`src/hcd_pkg.sv`:
```
`default_nettype none
package hcd_pkg;
  // Register byte offsets
  localparam logic [3:0] OFS_CTRL   = 4'h0;
  localparam logic [3:0] OFS_PERIOD = 4'h4;
  localparam logic [3:0] OFS_DUTY   = 4'h8;
  localparam logic [3:0] OFS_STATUS = 4'hc;

  // Control register fields
  localparam int CTRL_ENABLE  = 0;
  localparam int CTRL_PHASE60 = 1;
  localparam int CTRL_FWD     = 2;
  localparam logic [2:0] CTRL_RESET = 3'h6;

  // Status register fields
  localparam int ST_HALL_LSB  = 0;
  localparam int ST_VALID     = 3;
  localparam int ST_OVERCUR   = 4;
  localparam int ST_THERMAL   = 5;
  localparam int ST_LATCH     = 6;
  localparam int ST_UPPER_LSB = 8;
  localparam int ST_LOWER_LSB = 12;

  // Oscillator defaults
  localparam logic [15:0] PERIOD_RESET = 16'h03e7;
  localparam logic [15:0] DUTY_RESET   = 16'h0000;

  // Bus responses
  localparam logic [1:0] RESP_OKAY   = 2'h0;
  localparam logic [1:0] RESP_SLVERR = 2'h2;

  // Phase one-hot codes, bit 0 is phase A
  localparam logic [2:0] PH_A    = 3'h1;
  localparam logic [2:0] PH_B    = 3'h2;
  localparam logic [2:0] PH_C    = 3'h4;
  localparam logic [2:0] PH_NONE = 3'h0;
  localparam logic [2:0] UPPER_OFF = 3'h7;

  // Sensor codes, {a, b, c}
  localparam logic [2:0] HALL_000 = 3'h0;
  localparam logic [2:0] HALL_001 = 3'h1;
  localparam logic [2:0] HALL_010 = 3'h2;
  localparam logic [2:0] HALL_011 = 3'h3;
  localparam logic [2:0] HALL_100 = 3'h4;
  localparam logic [2:0] HALL_101 = 3'h5;
  localparam logic [2:0] HALL_110 = 3'h6;
  localparam logic [2:0] HALL_111 = 3'h7;
  localparam logic [2:0] POS_NONE = 3'h7;
endpackage
`default_nettype wire

```
`src/hcd_decoder.sv`:
```
`timescale 1ns/1ps
`default_nettype none
module hcd_decoder (
  // Sensor code and configuration
  input  wire logic [2:0] code,
  input  wire logic       phase60,
  input  wire logic       fwd,
  // Selected phases, one-hot
  output logic      [2:0] top_sel,
  output logic      [2:0] bot_sel,
  output logic            valid
);
  import hcd_pkg::*;

  // Step index 0..5 of a code, POS_NONE when the code is invalid
  function automatic logic [2:0] step_of(input logic [2:0] c, input logic p60);
    logic [2:0] s;
    s = POS_NONE;
    case (c)
      HALL_100: s = 3'h0;
      HALL_110: s = 3'h1;
      HALL_111: s = p60 ? 3'h2 : POS_NONE;
      HALL_010: s = p60 ? POS_NONE : 3'h2;
      HALL_011: s = 3'h3;
      HALL_001: s = 3'h4;
      HALL_000: s = p60 ? 3'h5 : POS_NONE;
      HALL_101: s = p60 ? POS_NONE : 3'h5;
      default:  s = POS_NONE;
    endcase
    return s;
  endfunction

  function automatic logic [2:0] top_of(input logic [2:0] s);
    logic [2:0] p;
    p = PH_NONE;
    case (s)
      3'h0, 3'h5: p = PH_A;
      3'h1, 3'h2: p = PH_B;
      3'h3, 3'h4: p = PH_C;
      default:    p = PH_NONE;
    endcase
    return p;
  endfunction

  function automatic logic [2:0] bot_of(input logic [2:0] s);
    logic [2:0] p;
    p = PH_NONE;
    case (s)
      3'h0, 3'h1: p = PH_C;
      3'h2, 3'h3: p = PH_A;
      3'h4, 3'h5: p = PH_B;
      default:    p = PH_NONE;
    endcase
    return p;
  endfunction

  wire logic [2:0] step;
  wire logic [2:0] fwd_top;
  wire logic [2:0] fwd_bot;

  assign step    = step_of(code, phase60);
  assign valid   = (step != POS_NONE);
  assign fwd_top = top_of(step);
  assign fwd_bot = bot_of(step);
  // Reverse swaps the upper and lower phase of each step
  assign top_sel = fwd ? fwd_top : fwd_bot;
  assign bot_sel = fwd ? fwd_bot : fwd_top;
endmodule
`default_nettype wire

```
`src/hcd_top.sv`:
```
// The AXI4-Lite slave port and the placing of the registers are this design's own decisions.
`timescale 1ns/1ps
`default_nettype none
module hcd_top #(
  parameter int PWM_W = 16
) (
  // Clock and reset
  input  wire logic        mclk,
  input  wire logic        rst_b,
  // Sensor and protection pins
  input  wire logic        hall_in_a,
  input  wire logic        hall_in_b,
  input  wire logic        hall_in_c,
  input  wire logic        overcurrent,
  input  wire logic        thermal_shutdown,
  // Power switch drives
  output logic             upper_drive_a,
  output logic             upper_drive_b,
  output logic             upper_drive_c,
  output logic             lower_drive_a,
  output logic             lower_drive_b,
  output logic             lower_drive_c,
  // AXI4-Lite write address
  input  wire logic [3:0]  s_axi_awaddr,
  input  wire logic        s_axi_awvalid,
  output logic             s_axi_awready,
  // AXI4-Lite write data
  input  wire logic [31:0] s_axi_wdata,
  input  wire logic [3:0]  s_axi_wstrb,
  input  wire logic        s_axi_wvalid,
  output logic             s_axi_wready,
  // AXI4-Lite write response
  output logic [1:0]       s_axi_bresp,
  output logic             s_axi_bvalid,
  input  wire logic        s_axi_bready,
  // AXI4-Lite read address
  input  wire logic [3:0]  s_axi_araddr,
  input  wire logic        s_axi_arvalid,
  output logic             s_axi_arready,
  // AXI4-Lite read data
  output logic [31:0]      s_axi_rdata,
  output logic [1:0]       s_axi_rresp,
  output logic             s_axi_rvalid,
  input  wire logic        s_axi_rready
);
  import hcd_pkg::*;

  function automatic logic [31:0] merge(input logic [31:0] old, input logic [31:0] nw,
                                        input logic [3:0] strb);
    logic [31:0] r;
    r = old;
    for (int i = 0; i < 4; i++) begin
      if (strb[i]) begin
        r[i*8 +: 8] = nw[i*8 +: 8];
      end
    end
    return r;
  endfunction

  function automatic logic mapped(input logic [3:0] a);
    return (a == OFS_CTRL) || (a == OFS_PERIOD) || (a == OFS_DUTY) || (a == OFS_STATUS);
  endfunction

  // Pin synchronisers: three stages, a change counts when stages two and three agree
  logic [4:0] pin_s1;
  logic [4:0] pin_s2;
  logic [4:0] pin_s3;
  logic [4:0] pin_q;
  wire  logic [4:0] pins;
  wire  logic [4:0] pin_agree;
  wire  logic [4:0] next_pin_q;

  assign pins       = {thermal_shutdown, overcurrent, hall_in_a, hall_in_b, hall_in_c};
  assign pin_agree  = ~(pin_s2 ^ pin_s3);
  assign next_pin_q = (pin_agree & pin_s3) | (~pin_agree & pin_q);

  always_ff @(posedge mclk or negedge rst_b) begin
    if (!rst_b) begin
      pin_s1 <= 5'h00;
      pin_s2 <= 5'h00;
      pin_s3 <= 5'h00;
      pin_q  <= 5'h00;
    end else begin
      pin_s1 <= pins;
      pin_s2 <= pin_s1;
      pin_s3 <= pin_s2;
      pin_q  <= next_pin_q;
    end
  end

  wire logic [2:0] hall_q;
  wire logic       oc_q;
  wire logic       therm_q;
  assign hall_q  = pin_q[2:0];
  assign oc_q    = pin_q[3];
  assign therm_q = pin_q[4];

  // Registers
  logic [2:0]       ctrl;
  logic [PWM_W-1:0] period;
  logic [PWM_W-1:0] duty;

  wire logic enable;
  wire logic phase60;
  wire logic fwd;
  assign enable  = ctrl[CTRL_ENABLE];
  assign phase60 = ctrl[CTRL_PHASE60];
  assign fwd     = ctrl[CTRL_FWD];

  // Decoder
  wire logic [2:0] top_sel;
  wire logic [2:0] bot_sel;
  wire logic       code_valid;

  hcd_decoder u_dec (
    .code    (hall_q),
    .phase60 (phase60),
    .fwd     (fwd),
    .top_sel (top_sel),
    .bot_sel (bot_sel),
    .valid   (code_valid)
  );

  // Oscillator and conduction latch
  logic [PWM_W-1:0] osc_cnt;
  logic             latch;
  wire  logic       cycle_start;
  wire  logic       duty_end;
  wire  logic       next_latch;
  wire  logic [PWM_W-1:0] next_osc_cnt;

  // A period written below the running count must still end the cycle at once
  assign cycle_start  = (osc_cnt >= period);
  assign next_osc_cnt = cycle_start ? '0 : osc_cnt + 1'b1;
  assign duty_end     = (next_osc_cnt >= duty);
  // Overcurrent or duty end clears; only the cycle start sets
  assign next_latch   = oc_q ? 1'b0 : (cycle_start ? !duty_end : (latch && !duty_end));

  always_ff @(posedge mclk or negedge rst_b) begin
    if (!rst_b) begin
      osc_cnt <= '0;
      latch   <= 1'b0;
    end else begin
      osc_cnt <= next_osc_cnt;
      latch   <= next_latch;
    end
  end

  // Drive outputs
  wire logic       run;
  wire logic [2:0] next_upper;
  wire logic [2:0] next_lower;
  logic      [2:0] upper;
  logic      [2:0] lower;

  assign run        = enable && code_valid && !oc_q && !therm_q;
  assign next_upper = run ? ~top_sel : UPPER_OFF;
  assign next_lower = (run && latch) ? bot_sel : PH_NONE;

  always_ff @(posedge mclk or negedge rst_b) begin
    if (!rst_b) begin
      upper <= UPPER_OFF;
      lower <= PH_NONE;
    end else begin
      upper <= next_upper;
      lower <= next_lower;
    end
  end

  assign upper_drive_a = upper[0];
  assign upper_drive_b = upper[1];
  assign upper_drive_c = upper[2];
  assign lower_drive_a = lower[0];
  assign lower_drive_b = lower[1];
  assign lower_drive_c = lower[2];

  // Bus slave: address and data held until both are present
  logic        aw_held;
  logic        w_held;
  logic [3:0]  aw_addr;
  logic [31:0] w_data;
  logic [3:0]  w_strb;
  wire  logic  do_write;
  wire  logic  ar_take;
  wire  logic [31:0] status_word;
  wire  logic [31:0] read_mux;

  assign s_axi_awready = !aw_held && !s_axi_bvalid;
  assign s_axi_wready  = !w_held && !s_axi_bvalid;
  assign s_axi_arready = !s_axi_rvalid;
  assign do_write      = aw_held && w_held && !s_axi_bvalid;
  assign ar_take       = s_axi_arvalid && s_axi_arready;

  assign status_word = {16'h0000, 1'b0, lower, 1'b0, upper, 1'b0, latch, therm_q, oc_q,
                        code_valid, hall_q};
  assign read_mux = (s_axi_araddr == OFS_CTRL)   ? {29'h0, ctrl} :
                    (s_axi_araddr == OFS_PERIOD) ? 32'(period) :
                    (s_axi_araddr == OFS_DUTY)   ? 32'(duty) :
                    (s_axi_araddr == OFS_STATUS) ? status_word : 32'h0000_0000;

  always_ff @(posedge mclk or negedge rst_b) begin
    if (!rst_b) begin
      aw_held <= 1'b0;
      aw_addr <= 4'h0;
    end else if (s_axi_awvalid && s_axi_awready) begin
      aw_held <= 1'b1;
      aw_addr <= s_axi_awaddr;
    end else if (do_write) begin
      aw_held <= 1'b0;
    end
  end

  always_ff @(posedge mclk or negedge rst_b) begin
    if (!rst_b) begin
      w_held <= 1'b0;
      w_data <= 32'h0000_0000;
      w_strb <= 4'h0;
    end else if (s_axi_wvalid && s_axi_wready) begin
      w_held <= 1'b1;
      w_data <= s_axi_wdata;
      w_strb <= s_axi_wstrb;
    end else if (do_write) begin
      w_held <= 1'b0;
    end
  end

  wire logic [31:0] ctrl_merged;
  wire logic [31:0] period_merged;
  wire logic [31:0] duty_merged;
  assign ctrl_merged   = merge({29'h0, ctrl}, w_data, w_strb);
  assign period_merged = merge(32'(period), w_data, w_strb);
  assign duty_merged   = merge(32'(duty), w_data, w_strb);

  always_ff @(posedge mclk or negedge rst_b) begin
    if (!rst_b) begin
      ctrl   <= CTRL_RESET;
      period <= PWM_W'(PERIOD_RESET);
      duty   <= PWM_W'(DUTY_RESET);
    end else if (do_write) begin
      if (aw_addr == OFS_CTRL) begin
        ctrl <= ctrl_merged[2:0];
      end
      if (aw_addr == OFS_PERIOD) begin
        period <= period_merged[PWM_W-1:0];
      end
      if (aw_addr == OFS_DUTY) begin
        duty <= duty_merged[PWM_W-1:0];
      end
    end
  end

  always_ff @(posedge mclk or negedge rst_b) begin
    if (!rst_b) begin
      s_axi_bvalid <= 1'b0;
      s_axi_bresp  <= RESP_OKAY;
    end else if (do_write) begin
      s_axi_bvalid <= 1'b1;
      s_axi_bresp  <= mapped(aw_addr) ? RESP_OKAY : RESP_SLVERR;
    end else if (s_axi_bready) begin
      s_axi_bvalid <= 1'b0;
    end
  end

  always_ff @(posedge mclk or negedge rst_b) begin
    if (!rst_b) begin
      s_axi_rvalid <= 1'b0;
      s_axi_rdata  <= 32'h0000_0000;
      s_axi_rresp  <= RESP_OKAY;
    end else if (ar_take) begin
      s_axi_rvalid <= 1'b1;
      s_axi_rdata  <= read_mux;
      s_axi_rresp  <= mapped(s_axi_araddr) ? RESP_OKAY : RESP_SLVERR;
    end else if (s_axi_rready) begin
      s_axi_rvalid <= 1'b0;
    end
  end
endmodule
`default_nettype wire
```
`config.mk`:
```
export PLATFORM = sky130hd
export DESIGN_NAME = hcd_top
export DESIGN_NICKNAME = d
export VERILOG_FILES = /design/src/hcd_pkg.sv /design/src/hcd_decoder.sv /design/src/hcd_top.sv
export SDC_FILE = /design/constraint.sdc
export NUM_CORES = 1
export LEC_CHECK = 0
export BUFFER_PORTS_ARGS = -buffer_cell sky130_fd_sc_hd__buf_2
export CORE_ASPECT_RATIO = 0.9
export CORE_MARGIN = 2
export CORE_UTILIZATION = 60
export DETAILED_ROUTE_END_ITERATION = 16
export PLACE_DENSITY = 0.85
export SLEW_MARGIN = 20
export SYNTH_ARGS = -nofsm -noshare
export SYNTH_HDL_FRONTEND = slang
export SYNTH_SLANG_ARGS = --single-unit
export TNS_END_PERCENT = 10
```
`constraint.sdc`:
```
create_clock -name mclk -period 5.8 [get_ports mclk]
set_clock_uncertainty 0.05 [all_clocks]
set_input_delay 0 -clock mclk [delete_from_list [all_inputs] [get_ports mclk]]
set_output_delay 0 -clock mclk [all_outputs]
set_load 0.02 [all_outputs]
```
==> results of run 1 <==
worst paths after layout:
path,to,cells past startpoint,start
min in group asynchronous,ctrl[2],3,rst_b
worst min-delay path,pin_s1[2],2,hall_in_a
worst max register to register,latch,13,osc_cnt[11]
max in group asynchronous,osc_cnt[11],4,rst_b
worst max-delay path,latch,13,osc_cnt[11]
worst min register to register,pin_s2[1],0,pin_s1[1]
registers in the layout, indices dropped and copies added, names as in the netlist, 2 cells and up, named ones only:
register,flops
w_strb,2
lower,3
ctrl,3
period,16
s_axi_rdata,16
osc_cnt,16
pin_s3,5
pin_s2,5
pin_s1,5
aw_addr,4
upper,3
duty,16
w_data,16
cell usage after synthesis, types with 2 or more instances:
| library cell | number | area [um^2] |
|---|---|---|
| dfrtp_1 | 109 | 2730 |
| mux2_2 | 58 | 653 |
| inv_1 | 40 | 150 |
| nand2_1 | 37 | 139 |
| ha_1 | 33 | 413 |
| o21ai_0 | 30 | 150 |
| nor2_1 | 28 | 105 |
| buf_4 | 18 | 135 |
| a22oi_1 | 13 | 97.6 |
| dfstp_2 | 13 | 342 |
| a21oi_1 | 12 | 60.1 |
| clkbuf_1 | 10 | 37.5 |
| nand3_1 | 8 | 40.0 |
| xnor2_1 | 8 | 70.1 |
| xor2_1 | 7 | 61.3 |
| nor2b_1 | 6 | 37.5 |
| and3_1 | 5 | 31.3 |
| maj3_1 | 5 | 50.1 |
| nor3_1 | 5 | 25.0 |
| a211oi_1 | 4 | 30.0 |
| nand2b_1 | 4 | 25.0 |
| nand4_1 | 4 | 25.0 |
| a22o_1 | 3 | 26.3 |
| buf_2 | 3 | 15.0 |
| mux2i_1 | 3 | 30.0 |
| mux4_2 | 3 | 67.6 |
| nand2_2 | 3 | 18.8 |
| o21ai_1 | 3 | 15.0 |
| a211o_1 | 2 | 17.5 |
| a21o_1 | 2 | 15.0 |
| and2_1 | 2 | 12.5 |
| nand3_2 | 2 | 20.0 |
| o2111ai_1 | 2 | 17.5 |
layout by cell type, fill, tap and decap left out, types with 4 or more instances in the layout:
master / instances
and3_1: 5
nand2b_1: 4
nand4_1: 4
nand2_1: 37
xor2_1: 7
conb_1: 18
ha_1: 33
mux2_2: 58
a211oi_1: 4
o21ai_0: 30
nor2_1: 28
xnor2_1: 8
buf_2: 65
dfrtp_1: 109
nor3_1: 5
nand3_1: 8
dfstp_2: 13
maj3_1: 5
inv_6: 7
nor2b_1: 5
a22oi_1: 13
inv_1: 40
a21oi_1: 12
dlygate4sd3_1: 35
clkbuf_16: 16
worst register-to-register path, cell delays in order, from the launching register on:
cell	delay, ns
dfrtp_1	0.41
ha_1	0.30
a211o_1	0.30
a21oi_1	0.10
o21ai_1	0.10
a221oi_2	0.37
nand2_2	0.27
nor2_1	0.25
ha_1	0.28
a21o_1	0.18
a211o_1	0.30
a211oi_1	0.22
a2111o_1	0.17
o211a_1	0.13
final cells by class:
cell class	instances	area share
Clock buffer	18	0.0583
Clock inverter	14	0.0222
Inverter	40	0.0209
Multi-Input combinational cell	327	0.349
Sequential cell	122	0.428
Tap cell	126	0.0220
Timing Repair Buffer	103	0.0992
logic make-up after synthesis:
group	after synthesis	share of synthesized area
AO/OA/AOI/OAI	79	0.0857
XOR/XNOR	15	0.0224
adder cells (fa/ha/maj)	38	0.0791
buffers and inverters	72	0.0596
flip-flops	122	0.524
multiplexers	64	0.128
other	1	0.000641
AND/OR/NAND/NOR	113	0.0998
stage by stage:
step / worst slack (ns) / power (mW) / hold slack [ns]
after CTS: 2.31 / 3.18 / 0.0492
after detailed placement: 2.35 / 2.11 / -0.0221
after floorplan: 2.81 / 1.88 / -0.346
after global routing: 2.02 / 3.36 / 0.0455
final: 2.30 / 3.19 / 0.0711
after global placement: 2.39 / 2.06 / -0.0328
metal layers:
layer	vias to the layer above	share of wire
li1	1930	-
met1	2118	0.42
met2	153	0.50
met3	28	0.051
met4	0	0.025
met5	-	0
report_power, final:
part	switching [mW]	internal, mW	total [mW]
Sequential	0.204	1.08	1.29
Combinational	0.456	0.415	0.871
Clock	0.409	0.621	1.03
==> insert_results.sql, run 1 <==
INSERT INTO impl_metrics (metric_group, metric, value, unit) VALUES
('sta', 'setup_viol_count_final', '0', ''),
('floorplanning', 'core.rowCount', '34', ''),
('clock_network', 'tritoncts', 'yes', ''),
('sta', 'slew_viol_final', '0', ''),
('logic_synthesis', 'ys_async_sr_fraction', '1.00', ''),
('detailed_routing', 'vias_per_cell', '5.64', ''),
('detailed_routing', 'drt_pre_antenna_iters', '4', ''),
('detailed_routing', 'routed-via-count', '4229', ''),
('clock_network', 'cts_resized', '0', ''),
('sta', 'final-hold-violation-count', '0', ''),
('layout', 'final_cell_area', '0.00717', 'mm^2'),
('global_routing', 'globalRouteMet3Util', '0.0765', ''),
('worst_setup_path', 'critPathCaptureType', 'flip-flop', ''),
('layout', 'fillers', '579', ''),
('logic_synthesis', 'synth-seq-area-share', '0.524', ''),
('layout', 'finalCoreUtilization', '0.749', ''),
('logic_synthesis', 'synth_enable_flop_cells', '0', ''),
('power_and_ir_drop', 'power_density', '445', 'mW/mm^2'),
('worst_setup_path', 'cpPeakStageDelay', '0.41', 'ns'),
('global_routing', 'global_route_wire_length_before_repair', '22500', 'um'),
('clock_network', 'cts_htree_levels', '4', ''),
('floorplanning', 'io_pins', '103', ''),
('worst_setup_path', 'crit_arrival', '3.91', 'ns'),
('floorplanning', 'die_height', '97.7', 'um'),
('clock_network', 'cts-buffers-inserted', '17', ''),
('clock_network', 'clk_pin_slew_worst_paths', '0.06', 'ns'),
('power_and_ir_drop', 'power_leakage', '3.42', 'nW'),
('worst_setup_path', 'timing.critical_path.fanout_max', '15', ''),
('global_routing', 'grt-busiest-layer', 'met2', ''),
('layout', 'insertedDiodeCount', '0', ''),
('floorplanning', 'dieArea', '0.0106', 'mm^2'),
('global_routing', 'vias_in_the_first_global_route', '4525', ''),
('sta', 'maximum_achievable_frequency', '0.286', 'GHz'),
('worst_setup_path', 'r2r_setup_slack', '2.30', 'ns'),
('run_status', 'run_status', 'completed', ''),
('sta', 'final.min_clock_period', '3.50', 'ns'),
('layout', 'layout-area-overhead-vs-synth', '22.4', '%'),
('min_path', 'hold_path_class', 'input pin to flip-flop', ''),
('placed_design', 'dpl_cell_area', '0.00622', 'mm^2'),
('detailed_routing', 'detail_route.wl_per_cell', '18.0', 'um'),
('detailed_routing', 'antenna_left', '0', ''),
('sta', 'tns', '0', 'ns'),
('global_routing', 'grt-ovfl-total', '0', ''),
('sta', 'worst_pin_slew', '0.952', 'ns'),
('flow_run', 'maxCapViolations', '0', ''),
('placed_design', 'post-dp-hpwl', '8850', 'um'),
('layout', 'drive_gt1_frac', '0.300', ''),
('global_routing', 'track_usage', '0.282', ''),
('floorplanning', 'die_x', '108', 'um'),
('detailed_routing', 'first_iter_violations', '188', ''),
('global_routing', 'initial_antenna_violation_count', '0', ''),
('layout', 'regArea', '0.00307', 'mm^2'),
('placed_design', 'placement.io_buffers', '66', ''),
('floorplanning', 'floorplan.core_area', '0.00957', 'mm^2'),
('detailed_routing', 'post-route-drc-count', '0', ''),
('logic_synthesis', 'unique_masters_post_synth', '52', ''),
('clock_network', 'cts-hold-fix-buffers', '36', ''),
('logic_synthesis', 'syn-instance-count', '504', ''),
('logic_synthesis', 'dominantRegCellSynth', 'dfrtp_1', ''),
('placed_design', 'post-place-cells', '682', ''),
('placed_design', 'gp_congestion', '0.892', ''),
('clock_network', 'cts.repair_timing.setup_buffer_count', '0', ''),
('worst_setup_path', 'critPathTopFamily', 'compound AO/OA/AOI/OAI gates', ''),
('worst_setup_path', 'cp-start-kind', 'flip-flop', ''),
('worst_setup_path', 'crit_path_cell_trace', 'ha_1 > a211o_1 > a21oi_1 > o21ai_1 > a221oi_2 > nand2_2 > nor2_1 > ha_1 > a21o_1 > a211o_1 > a211oi_1 > a2111o_1 > o211a_1', ''),
('sta', 'setup_repair_after_global_routing_missed_its_margin', 'false', ''),
('worst_setup_path', 'critical_path_buf_inv_count', '0', ''),
('sta', 'slew_headroom', '0.365', ''),
('layout', 'finish.net_count', '700', ''),
('detailed_routing', 'wirelength', '13500', 'um'),
('logic_synthesis', 'synth.cell_area', '0.00585', 'mm^2');
No activity file was read; power rests on OpenSTA's default activity.
==> inputs of run 2 (changes only) <==
- CORE_UTILIZATION: 60 -> 51
- PLACE_DENSITY: 0.85 -> 0.77
- clock period: 5.8 -> 3.2 ns (I/O delays scaled with it)
==> insert_results.sql, run 2 (same netlist as run 1, synthesis figures left out) <==
INSERT INTO impl_metrics (metric_group, metric, value, unit) VALUES
('run_status', 'run_status', 'completed', ''),
('floorplanning', 'floorplan.initialDensity', '0.518', ''),
('layout', 'final_cell_count_no_fill', '787', ''),
('sta', 'slew_headroom', '0.191', ''),
('sta', 'worst_pin_slew', '1.21', 'ns'),
('detailed_routing', 'drt_pre_antenna_iters', '5', ''),
('global_routing', 'grt_max_degree', '67', ''),
('floorplanning', 'die_height', '106', 'um'),
('layout', 'layout-area-overhead-vs-synth', '28.2', '%'),
('worst_setup_path', 'cp-start-kind', 'flip-flop', ''),
('sta', 'setup_ws', '0.0236', 'ns'),
('clock_network', 'clk_pin_slew_worst_paths', '0.06', 'ns'),
('detailed_routing', 'routed-via-count', '4330', ''),
('worst_setup_path', 'r2r_setup_slack', '0.02', 'ns'),
('detailed_routing', 'vias_per_cell', '5.50', ''),
('min_path', 'hold_path_class', 'input pin to flip-flop', ''),
('sta', 'period_utilization', '0.993', ''),
('sta', 'final-hold-violation-count', '0', ''),
('sta', 'setup_repair_after_global_routing_missed_its_margin', 'true', ''),
('worst_setup_path', 'crit_arrival', '3.42', 'ns'),
('floorplanning', 'floorplan.core_area', '0.0113', 'mm^2'),
('clock_network', 'cts-root-to-sink-buffers', '2', ''),
('worst_setup_path', 'crit_top_cell', 'o21ai_1', ''),
('detailed_routing', 'first_iter_violations', '277', ''),
('floorplanning', 'dieArea', '0.0124', 'mm^2'),
('floorplanning', 'core.rowCount', '37', ''),
('worst_setup_path', 'setup_cp_type', 'flip-flop to flip-flop', ''),
('power_and_ir_drop', 'power_density', '841', 'mW/mm^2'),
('placed_design', 'gp_congestion', '0.999', ''),
('clock_network', 'cts_htree_levels', '4', ''),
('detailed_routing', 'antenna_left', '0', ''),
('layout', 'fillers', '790', ''),
('global_routing', 'track_usage', '0.238', ''),
('clock_network', 'cts_sinks', '122', ''),
('global_routing', 'grt-ovfl-total', '0', ''),
('sta', 'slew_viol_final', '0', ''),
('detailed_routing', 'post-route-drc-count', '0', ''),
('floorplanning', 'die_x', '117', 'um'),
('global_routing', 'vias_in_the_first_global_route', '4426', ''),
('layout', 'insertedDiodeCount', '0', ''),
('worst_setup_path', 'critical_path_data_required_time', '3.45', 'ns'),
('layout', 'drive_gt1_frac', '0.347', ''),
('floorplanning', 'io_pins', '103', ''),
('detailed_routing', 'detail_route.wl_per_cell', '18.3', 'um'),
('clock_network', 'cts_root_buf', 'clkbuf_16', ''),
('layout', 'most_frequent_cells_in_the_layout', 'dfrtp_1, buf_2, mux2_2', ''),
('flow_run', 'maxCapViolations', '0', ''),
('clock_network', 'insertion_delay', '0.42', 'ns'),
('layout', 'mostFrequentLayoutCell', 'dfrtp_1', ''),
('power_and_ir_drop', 'peakVddDrop', '0.573', 'mV'),
('power_and_ir_drop', 'power_leakage', '3.49', 'nW'),
('sta', 'final.min_clock_period', '3.18', 'ns'),
('worst_setup_path', 'cp_slowest_cell', 'a2111o_1', ''),
('worst_setup_path', 'critPathCaptureType', 'flip-flop', ''),
('worst_setup_path', 'cpPeakStageDelay', '0.42', 'ns'),
('clock_network', 'tritoncts', 'yes', ''),
('sta', 'maximum_achievable_frequency', '0.315', 'GHz'),
('placed_design', 'placement.io_buffers', '66', ''),
('clock_network', 'cts-buffers-inserted', '17', ''),
('worst_setup_path', 'timing.critical_path.fanout_max', '5', ''),
('placed_design', 'pre_cts_ws', '-0.0530', 'ns'),
('global_routing', 'initial_antenna_violation_count', '0', ''),
('layout', 'finish.net_count', '708', ''),
('global_routing', 'global_route_wire_length_before_repair', '22000', 'um'),
('worst_setup_path', 'crit_path_cell_trace', 'ha_1 > a211o_1 > a21oi_1 > o21ai_1 > a221oi_2 > buf_4 > nand2_8 > buf_6 > nor2_4 > ha_4 > o21ai_2 > o21ai_1 > o2111ai_1 > a2111o_1 > o211a_1', ''),
('sta', 'setup_viol_count_final', '0', ''),
('detailed_routing', 'wirelength', '14400', 'um'),
('placed_design', 'post-place-cells', '714', ''),
('placed_design', 'post-dp-hpwl', '9040', 'um');
run 2: cell count changes in the layout (fill, tap and decap cells not counted), sizes merged:
cell and delta:
inv -7, bufinv +1, buf +9, clkinv +2, clkbuf +2, clkinvlp +2, dlygate4sd3 -2
run 2: cell type report:
| cell class | instances | area, um^2 | share of cell area |
|---|---|---|---|
| Multi-Input combinational cell | 327 | 2690 | 0.359 |
| Tap cell | 156 | 195 | 0.0260 |
| Clock buffer | 19 | 453 | 0.0603 |
| Timing Repair Buffer | 111 | 798 | 0.106 |
| Clock inverter | 12 | 149 | 0.0198 |
| Inverter | 40 | 150 | 0.0200 |
| Sequential cell | 122 | 3070 | 0.409 |
run 2: stage by stage:
stage | hold slack (ns) | TNS (ns) | util | area [um^2] | total power, mW
after floorplan | -0.346 | 0 | - | 5920 | 3.40
after global placement | 0.0547 | 0 | 0.556 | 6280 | 3.74
after detailed placement | 0.0593 | -0.0530 | 0.556 | 6280 | 3.84
after CTS | 0.0817 | 0 | 0.640 | 7230 | 5.84
after global routing | 0.112 | -0.116 | 0.664 | 7510 | 6.65
final | 0.104 | 0 | 0.664 | 7510 | 6.31
run 2: final timing paths:
check / from / endpoint / cells after the start
worst max register to register: osc_cnt[11] / latch / 15
worst max-delay path: osc_cnt[11] / latch / 15
max in group asynchronous: rst_b / period[1] / 3
min in group asynchronous: rst_b / s_axi_rdata[15] / 2
worst min register to register: pin_s1[3] / pin_s2[3] / 0
worst min-delay path: s_axi_araddr[3] / s_axi_rdata[14] / 3
run 2: report_power, final:
group	total (mW)	internal, mW	leakage (nW)	switching, mW
Combinational	2.03	1.02	1.68	1.02
Clock	1.93	1.25	0.287	0.679
Sequential	2.34	1.96	1.53	0.380
run 2: critical path: cells and delay by family, from the launching register on:
family,cells,cell delay [ns]
adders and majority gates,2,0.49
DFF,1,0.40
AOI/OAI and AO/OA,9,1.60
and+or+nand+nor,2,0.18
buffers and inverters,2,0.33
run 2: repair_timing:
action | in CTS | in global routing
pin swaps | 1 | 19
setup buffers | 1 | 7
gates resized for setup | 2 | 41
cloned | 0 | 1
hold buffers | 33 | 0
hold endpoints to repair | 84 | 0
setup endpoints to repair | 1 | 1
run 2: per-layer routing:
| metal | wire (um) | track usage |
|---|---|---|
| met3 | 841 | 0.0644 |
| met5 | 0 | 0 |
| met1 | 5840 | 0.307 |
| met2 | 7430 | 0.388 |
| met4 | 309 | 0.0832 |
==> inputs of run 3 (changes only) <==
- CORE_UTILIZATION: 51 -> 60
- MAX_ROUTING_LAYER: default -> met4
- PLACE_DENSITY: 0.77 -> 0.85
- clock period: 3.2 -> 3.7 ns (I/O delays scaled with it)
==> insert_results.sql, run 3 (same netlist as run 1, synthesis figures left out) <==
INSERT INTO impl_metrics (metric_group, metric, value, unit) VALUES
('detailed_routing', 'vias_per_cell', '5.84', ''),
('floorplanning', 'core.rowCount', '34', ''),
('clock_network', 'cts_sinks', '122', ''),
('layout', 'drive_gt1_frac', '0.301', ''),
('clock_network', 'insertion_delay', '0.53', 'ns'),
('sta', 'holdWs', '0.0574', 'ns'),
('placed_design', 'placement.io_buffers', '66', ''),
('detailed_routing', 'drt_pre_antenna_iters', '5', ''),
('min_path', 'hold_path_class', 'input pin to flip-flop', ''),
('global_routing', 'track_usage', '0.307', ''),
('worst_setup_path', 'setup_cp_type', 'flip-flop to flip-flop', ''),
('run_status', 'run_status', 'completed', ''),
('power_and_ir_drop', 'power_leakage', '3.43', 'nW'),
('floorplanning', 'die_height', '97.7', 'um'),
('sta', 'maximum_achievable_frequency', '0.291', 'GHz'),
('global_routing', 'initial_antenna_violation_count', '0', ''),
('worst_setup_path', 'timing.critical_path.fanout_max', '9', ''),
('clock_network', 'cts-buffers-inserted', '17', ''),
('global_routing', 'grt_max_degree', '70', ''),
('worst_setup_path', 'critical_path_buf_inv_count', '1', ''),
('sta', 'final.min_clock_period', '3.44', 'ns'),
('worst_setup_path', 'cpPeakStageDelay', '0.44', 'ns'),
('layout', 'most_frequent_cells_in_the_layout', 'dfrtp_1, buf_2, mux2_2', ''),
('worst_setup_path', 'critical_path_data_required_time', '4.07', 'ns'),
('detailed_routing', 'wirelength', '14600', 'um'),
('clock_network', 'cts_resized', '0', ''),
('layout', 'layout-area-overhead-vs-synth', '22.5', '%'),
('floorplanning', 'dieArea', '0.0106', 'mm^2'),
('sta', 'period_utilization', '0.928', ''),
('layout', 'mostFrequentLayoutCell', 'dfrtp_1', ''),
('sta', 'setup_repair_after_global_routing_missed_its_margin', 'false', ''),
('clock_network', 'cts-root-to-sink-buffers', '2', ''),
('detailed_routing', 'antenna_left', '0', ''),
('placed_design', 'gp_congestion', '0.931', ''),
('detailed_routing', 'detail_route.wl_per_cell', '19.4', 'um'),
('worst_setup_path', 'cp-start-kind', 'flip-flop', ''),
('detailed_routing', 'post-route-drc-count', '0', ''),
('layout', 'regArea', '0.00307', 'mm^2'),
('placed_design', 'post-dp-hpwl', '9180', 'um'),
('worst_setup_path', 'critPathCaptureType', 'flip-flop', ''),
('floorplanning', 'floorplan.initialDensity', '0.612', ''),
('sta', 'worst_pin_slew', '1.07', 'ns'),
('clock_network', 'tritoncts', 'yes', ''),
('worst_setup_path', 'crit_arrival', '3.80', 'ns'),
('clock_network', 'cts_root_buf', 'clkbuf_8', ''),
('layout', 'insertedDiodeCount', '0', ''),
('floorplanning', 'io_pins', '103', ''),
('sta', 'final-hold-violation-count', '0', ''),
('floorplanning', 'die_x', '108', 'um'),
('clock_network', 'cts_htree_levels', '4', ''),
('sta', 'slew_viol_final', '0', ''),
('sta', 'tns', '0', 'ns'),
('sta', 'slew_headroom', '0.286', ''),
('global_routing', 'grt-ovfl-total', '0', ''),
('flow_run', 'maxCapViolations', '0', ''),
('power_and_ir_drop', 'power_density', '709', 'mW/mm^2'),
('global_routing', 'vias_in_the_first_global_route', '4605', ''),
('sta', 'setup_viol_count_final', '0', ''),
('layout', 'multiInputGateArea', '0.00250', 'mm^2'),
('power_and_ir_drop', 'power', '5.09', 'mW'),
('clock_network', 'clk_pin_slew_worst_paths', '0.06', 'ns'),
('layout', 'final_cell_count_no_fill', '750', ''),
('power_and_ir_drop', 'peakVddDrop', '0.494', 'mV'),
('detailed_routing', 'routed-via-count', '4383', ''),
('global_routing', 'global_route_wire_length_before_repair', '23500', 'um'),
('placed_design', 'post-place-cells', '684', ''),
('worst_setup_path', 'crit_path_cell_trace', 'ha_1 > a211o_1 > a21oi_1 > o21ai_1 > a221oi_2 > nand2_2 > buf_4 > nor2_1 > ha_1 > a21o_1 > a211o_1 > a211oi_1 > a2111o_1 > o211a_1', ''),
('worst_setup_path', 'cp_slowest_cell', 'a221oi_2', ''),
('layout', 'finish.net_count', '700', ''),
('floorplanning', 'floorplan.core_area', '0.00957', 'mm^2'),
('worst_setup_path', 'critPathTopFamily', 'compound AO/OA/AOI/OAI gates', ''),
('detailed_routing', 'first_iter_violations', '272', ''),
('layout', 'fillers', '568', '');
==> run 3: cell types whose count changed in the layout (fill, tap and decap cells not counted), moves of 3 or more <==
cell / previous run / this run
buf_4: 8 / 4
clkinv_2: 4 / 1
clkinvlp_4: 4 / 1
ha_1: 26 / 33
ha_4: 6 / 0
inv_6: 0 / 6
nor2_1: 17 / 28
nor2_2: 4 / 0
nor2_4: 7 / 0
==> run 3: path summary, 6_finish.rpt <==
kind                        startpoint         to  slack [ns]  cells past startpoint
max in group asynchronous        rst_b  period[8]        2.58                      3
max reg2reg                osc_cnt[11]      latch        0.26                     14
min                          hall_in_a  pin_s1[2]        0.06                      2
max                        osc_cnt[11]      latch        0.26                     14
min reg2reg                  pin_s1[2]  pin_s2[2]        0.30                      0
min in group asynchronous        rst_b  pin_s1[2]        0.07                      2
==> run 3: repair_timing <==
item,in CTS,in global routing
hold endpoints to repair,108,0
buffers inserted,0,0
hold buffers,34,0
==> run 3: metal layers <==
| metal | vias to the layer above | GRT usage | routed length [um] |
|---|---|---|---|
| met5 | - | - | 0 |
| met1 | 2186 | 0.369 | 5830 |
| li1 | 1940 | - | - |
| met3 | 49 | 0.0698 | 912 |
| met2 | 208 | 0.492 | 7270 |
| met4 | 0 | 0.144 | 533 |
==> run 3: power breakdown <==
part / leakage [nW] / switching, mW / internal [mW]
Sequential: 1.53 / 0.341 / 1.70
Combinational: 1.61 / 0.727 / 0.654
Clock: 0.293 / 0.653 / 1.01
==> run 3: cell type report <==
type | count | share of cell area
well taps | 126 | 0.0220
inverters | 40 | 0.0209
clock inverters | 13 | 0.0215
flip-flops and latches | 122 | 0.428
multi-input cells | 327 | 0.349
repair buffers | 103 | 0.0970
clock buffers | 19 | 0.0616
==> run 3: per-stage QoR <==
step | cell area [um^2] | utilization | setup WS [ns]
floorplan | 5920 | - | 0.711
global placement | 6230 | 0.651 | 0.360
detailed placement | 6230 | 0.651 | 0.300
CTS | 7170 | 0.749 | 0.284
global route | 7170 | 0.749 | 0.00658
finish | 7170 | 0.749 | 0.265
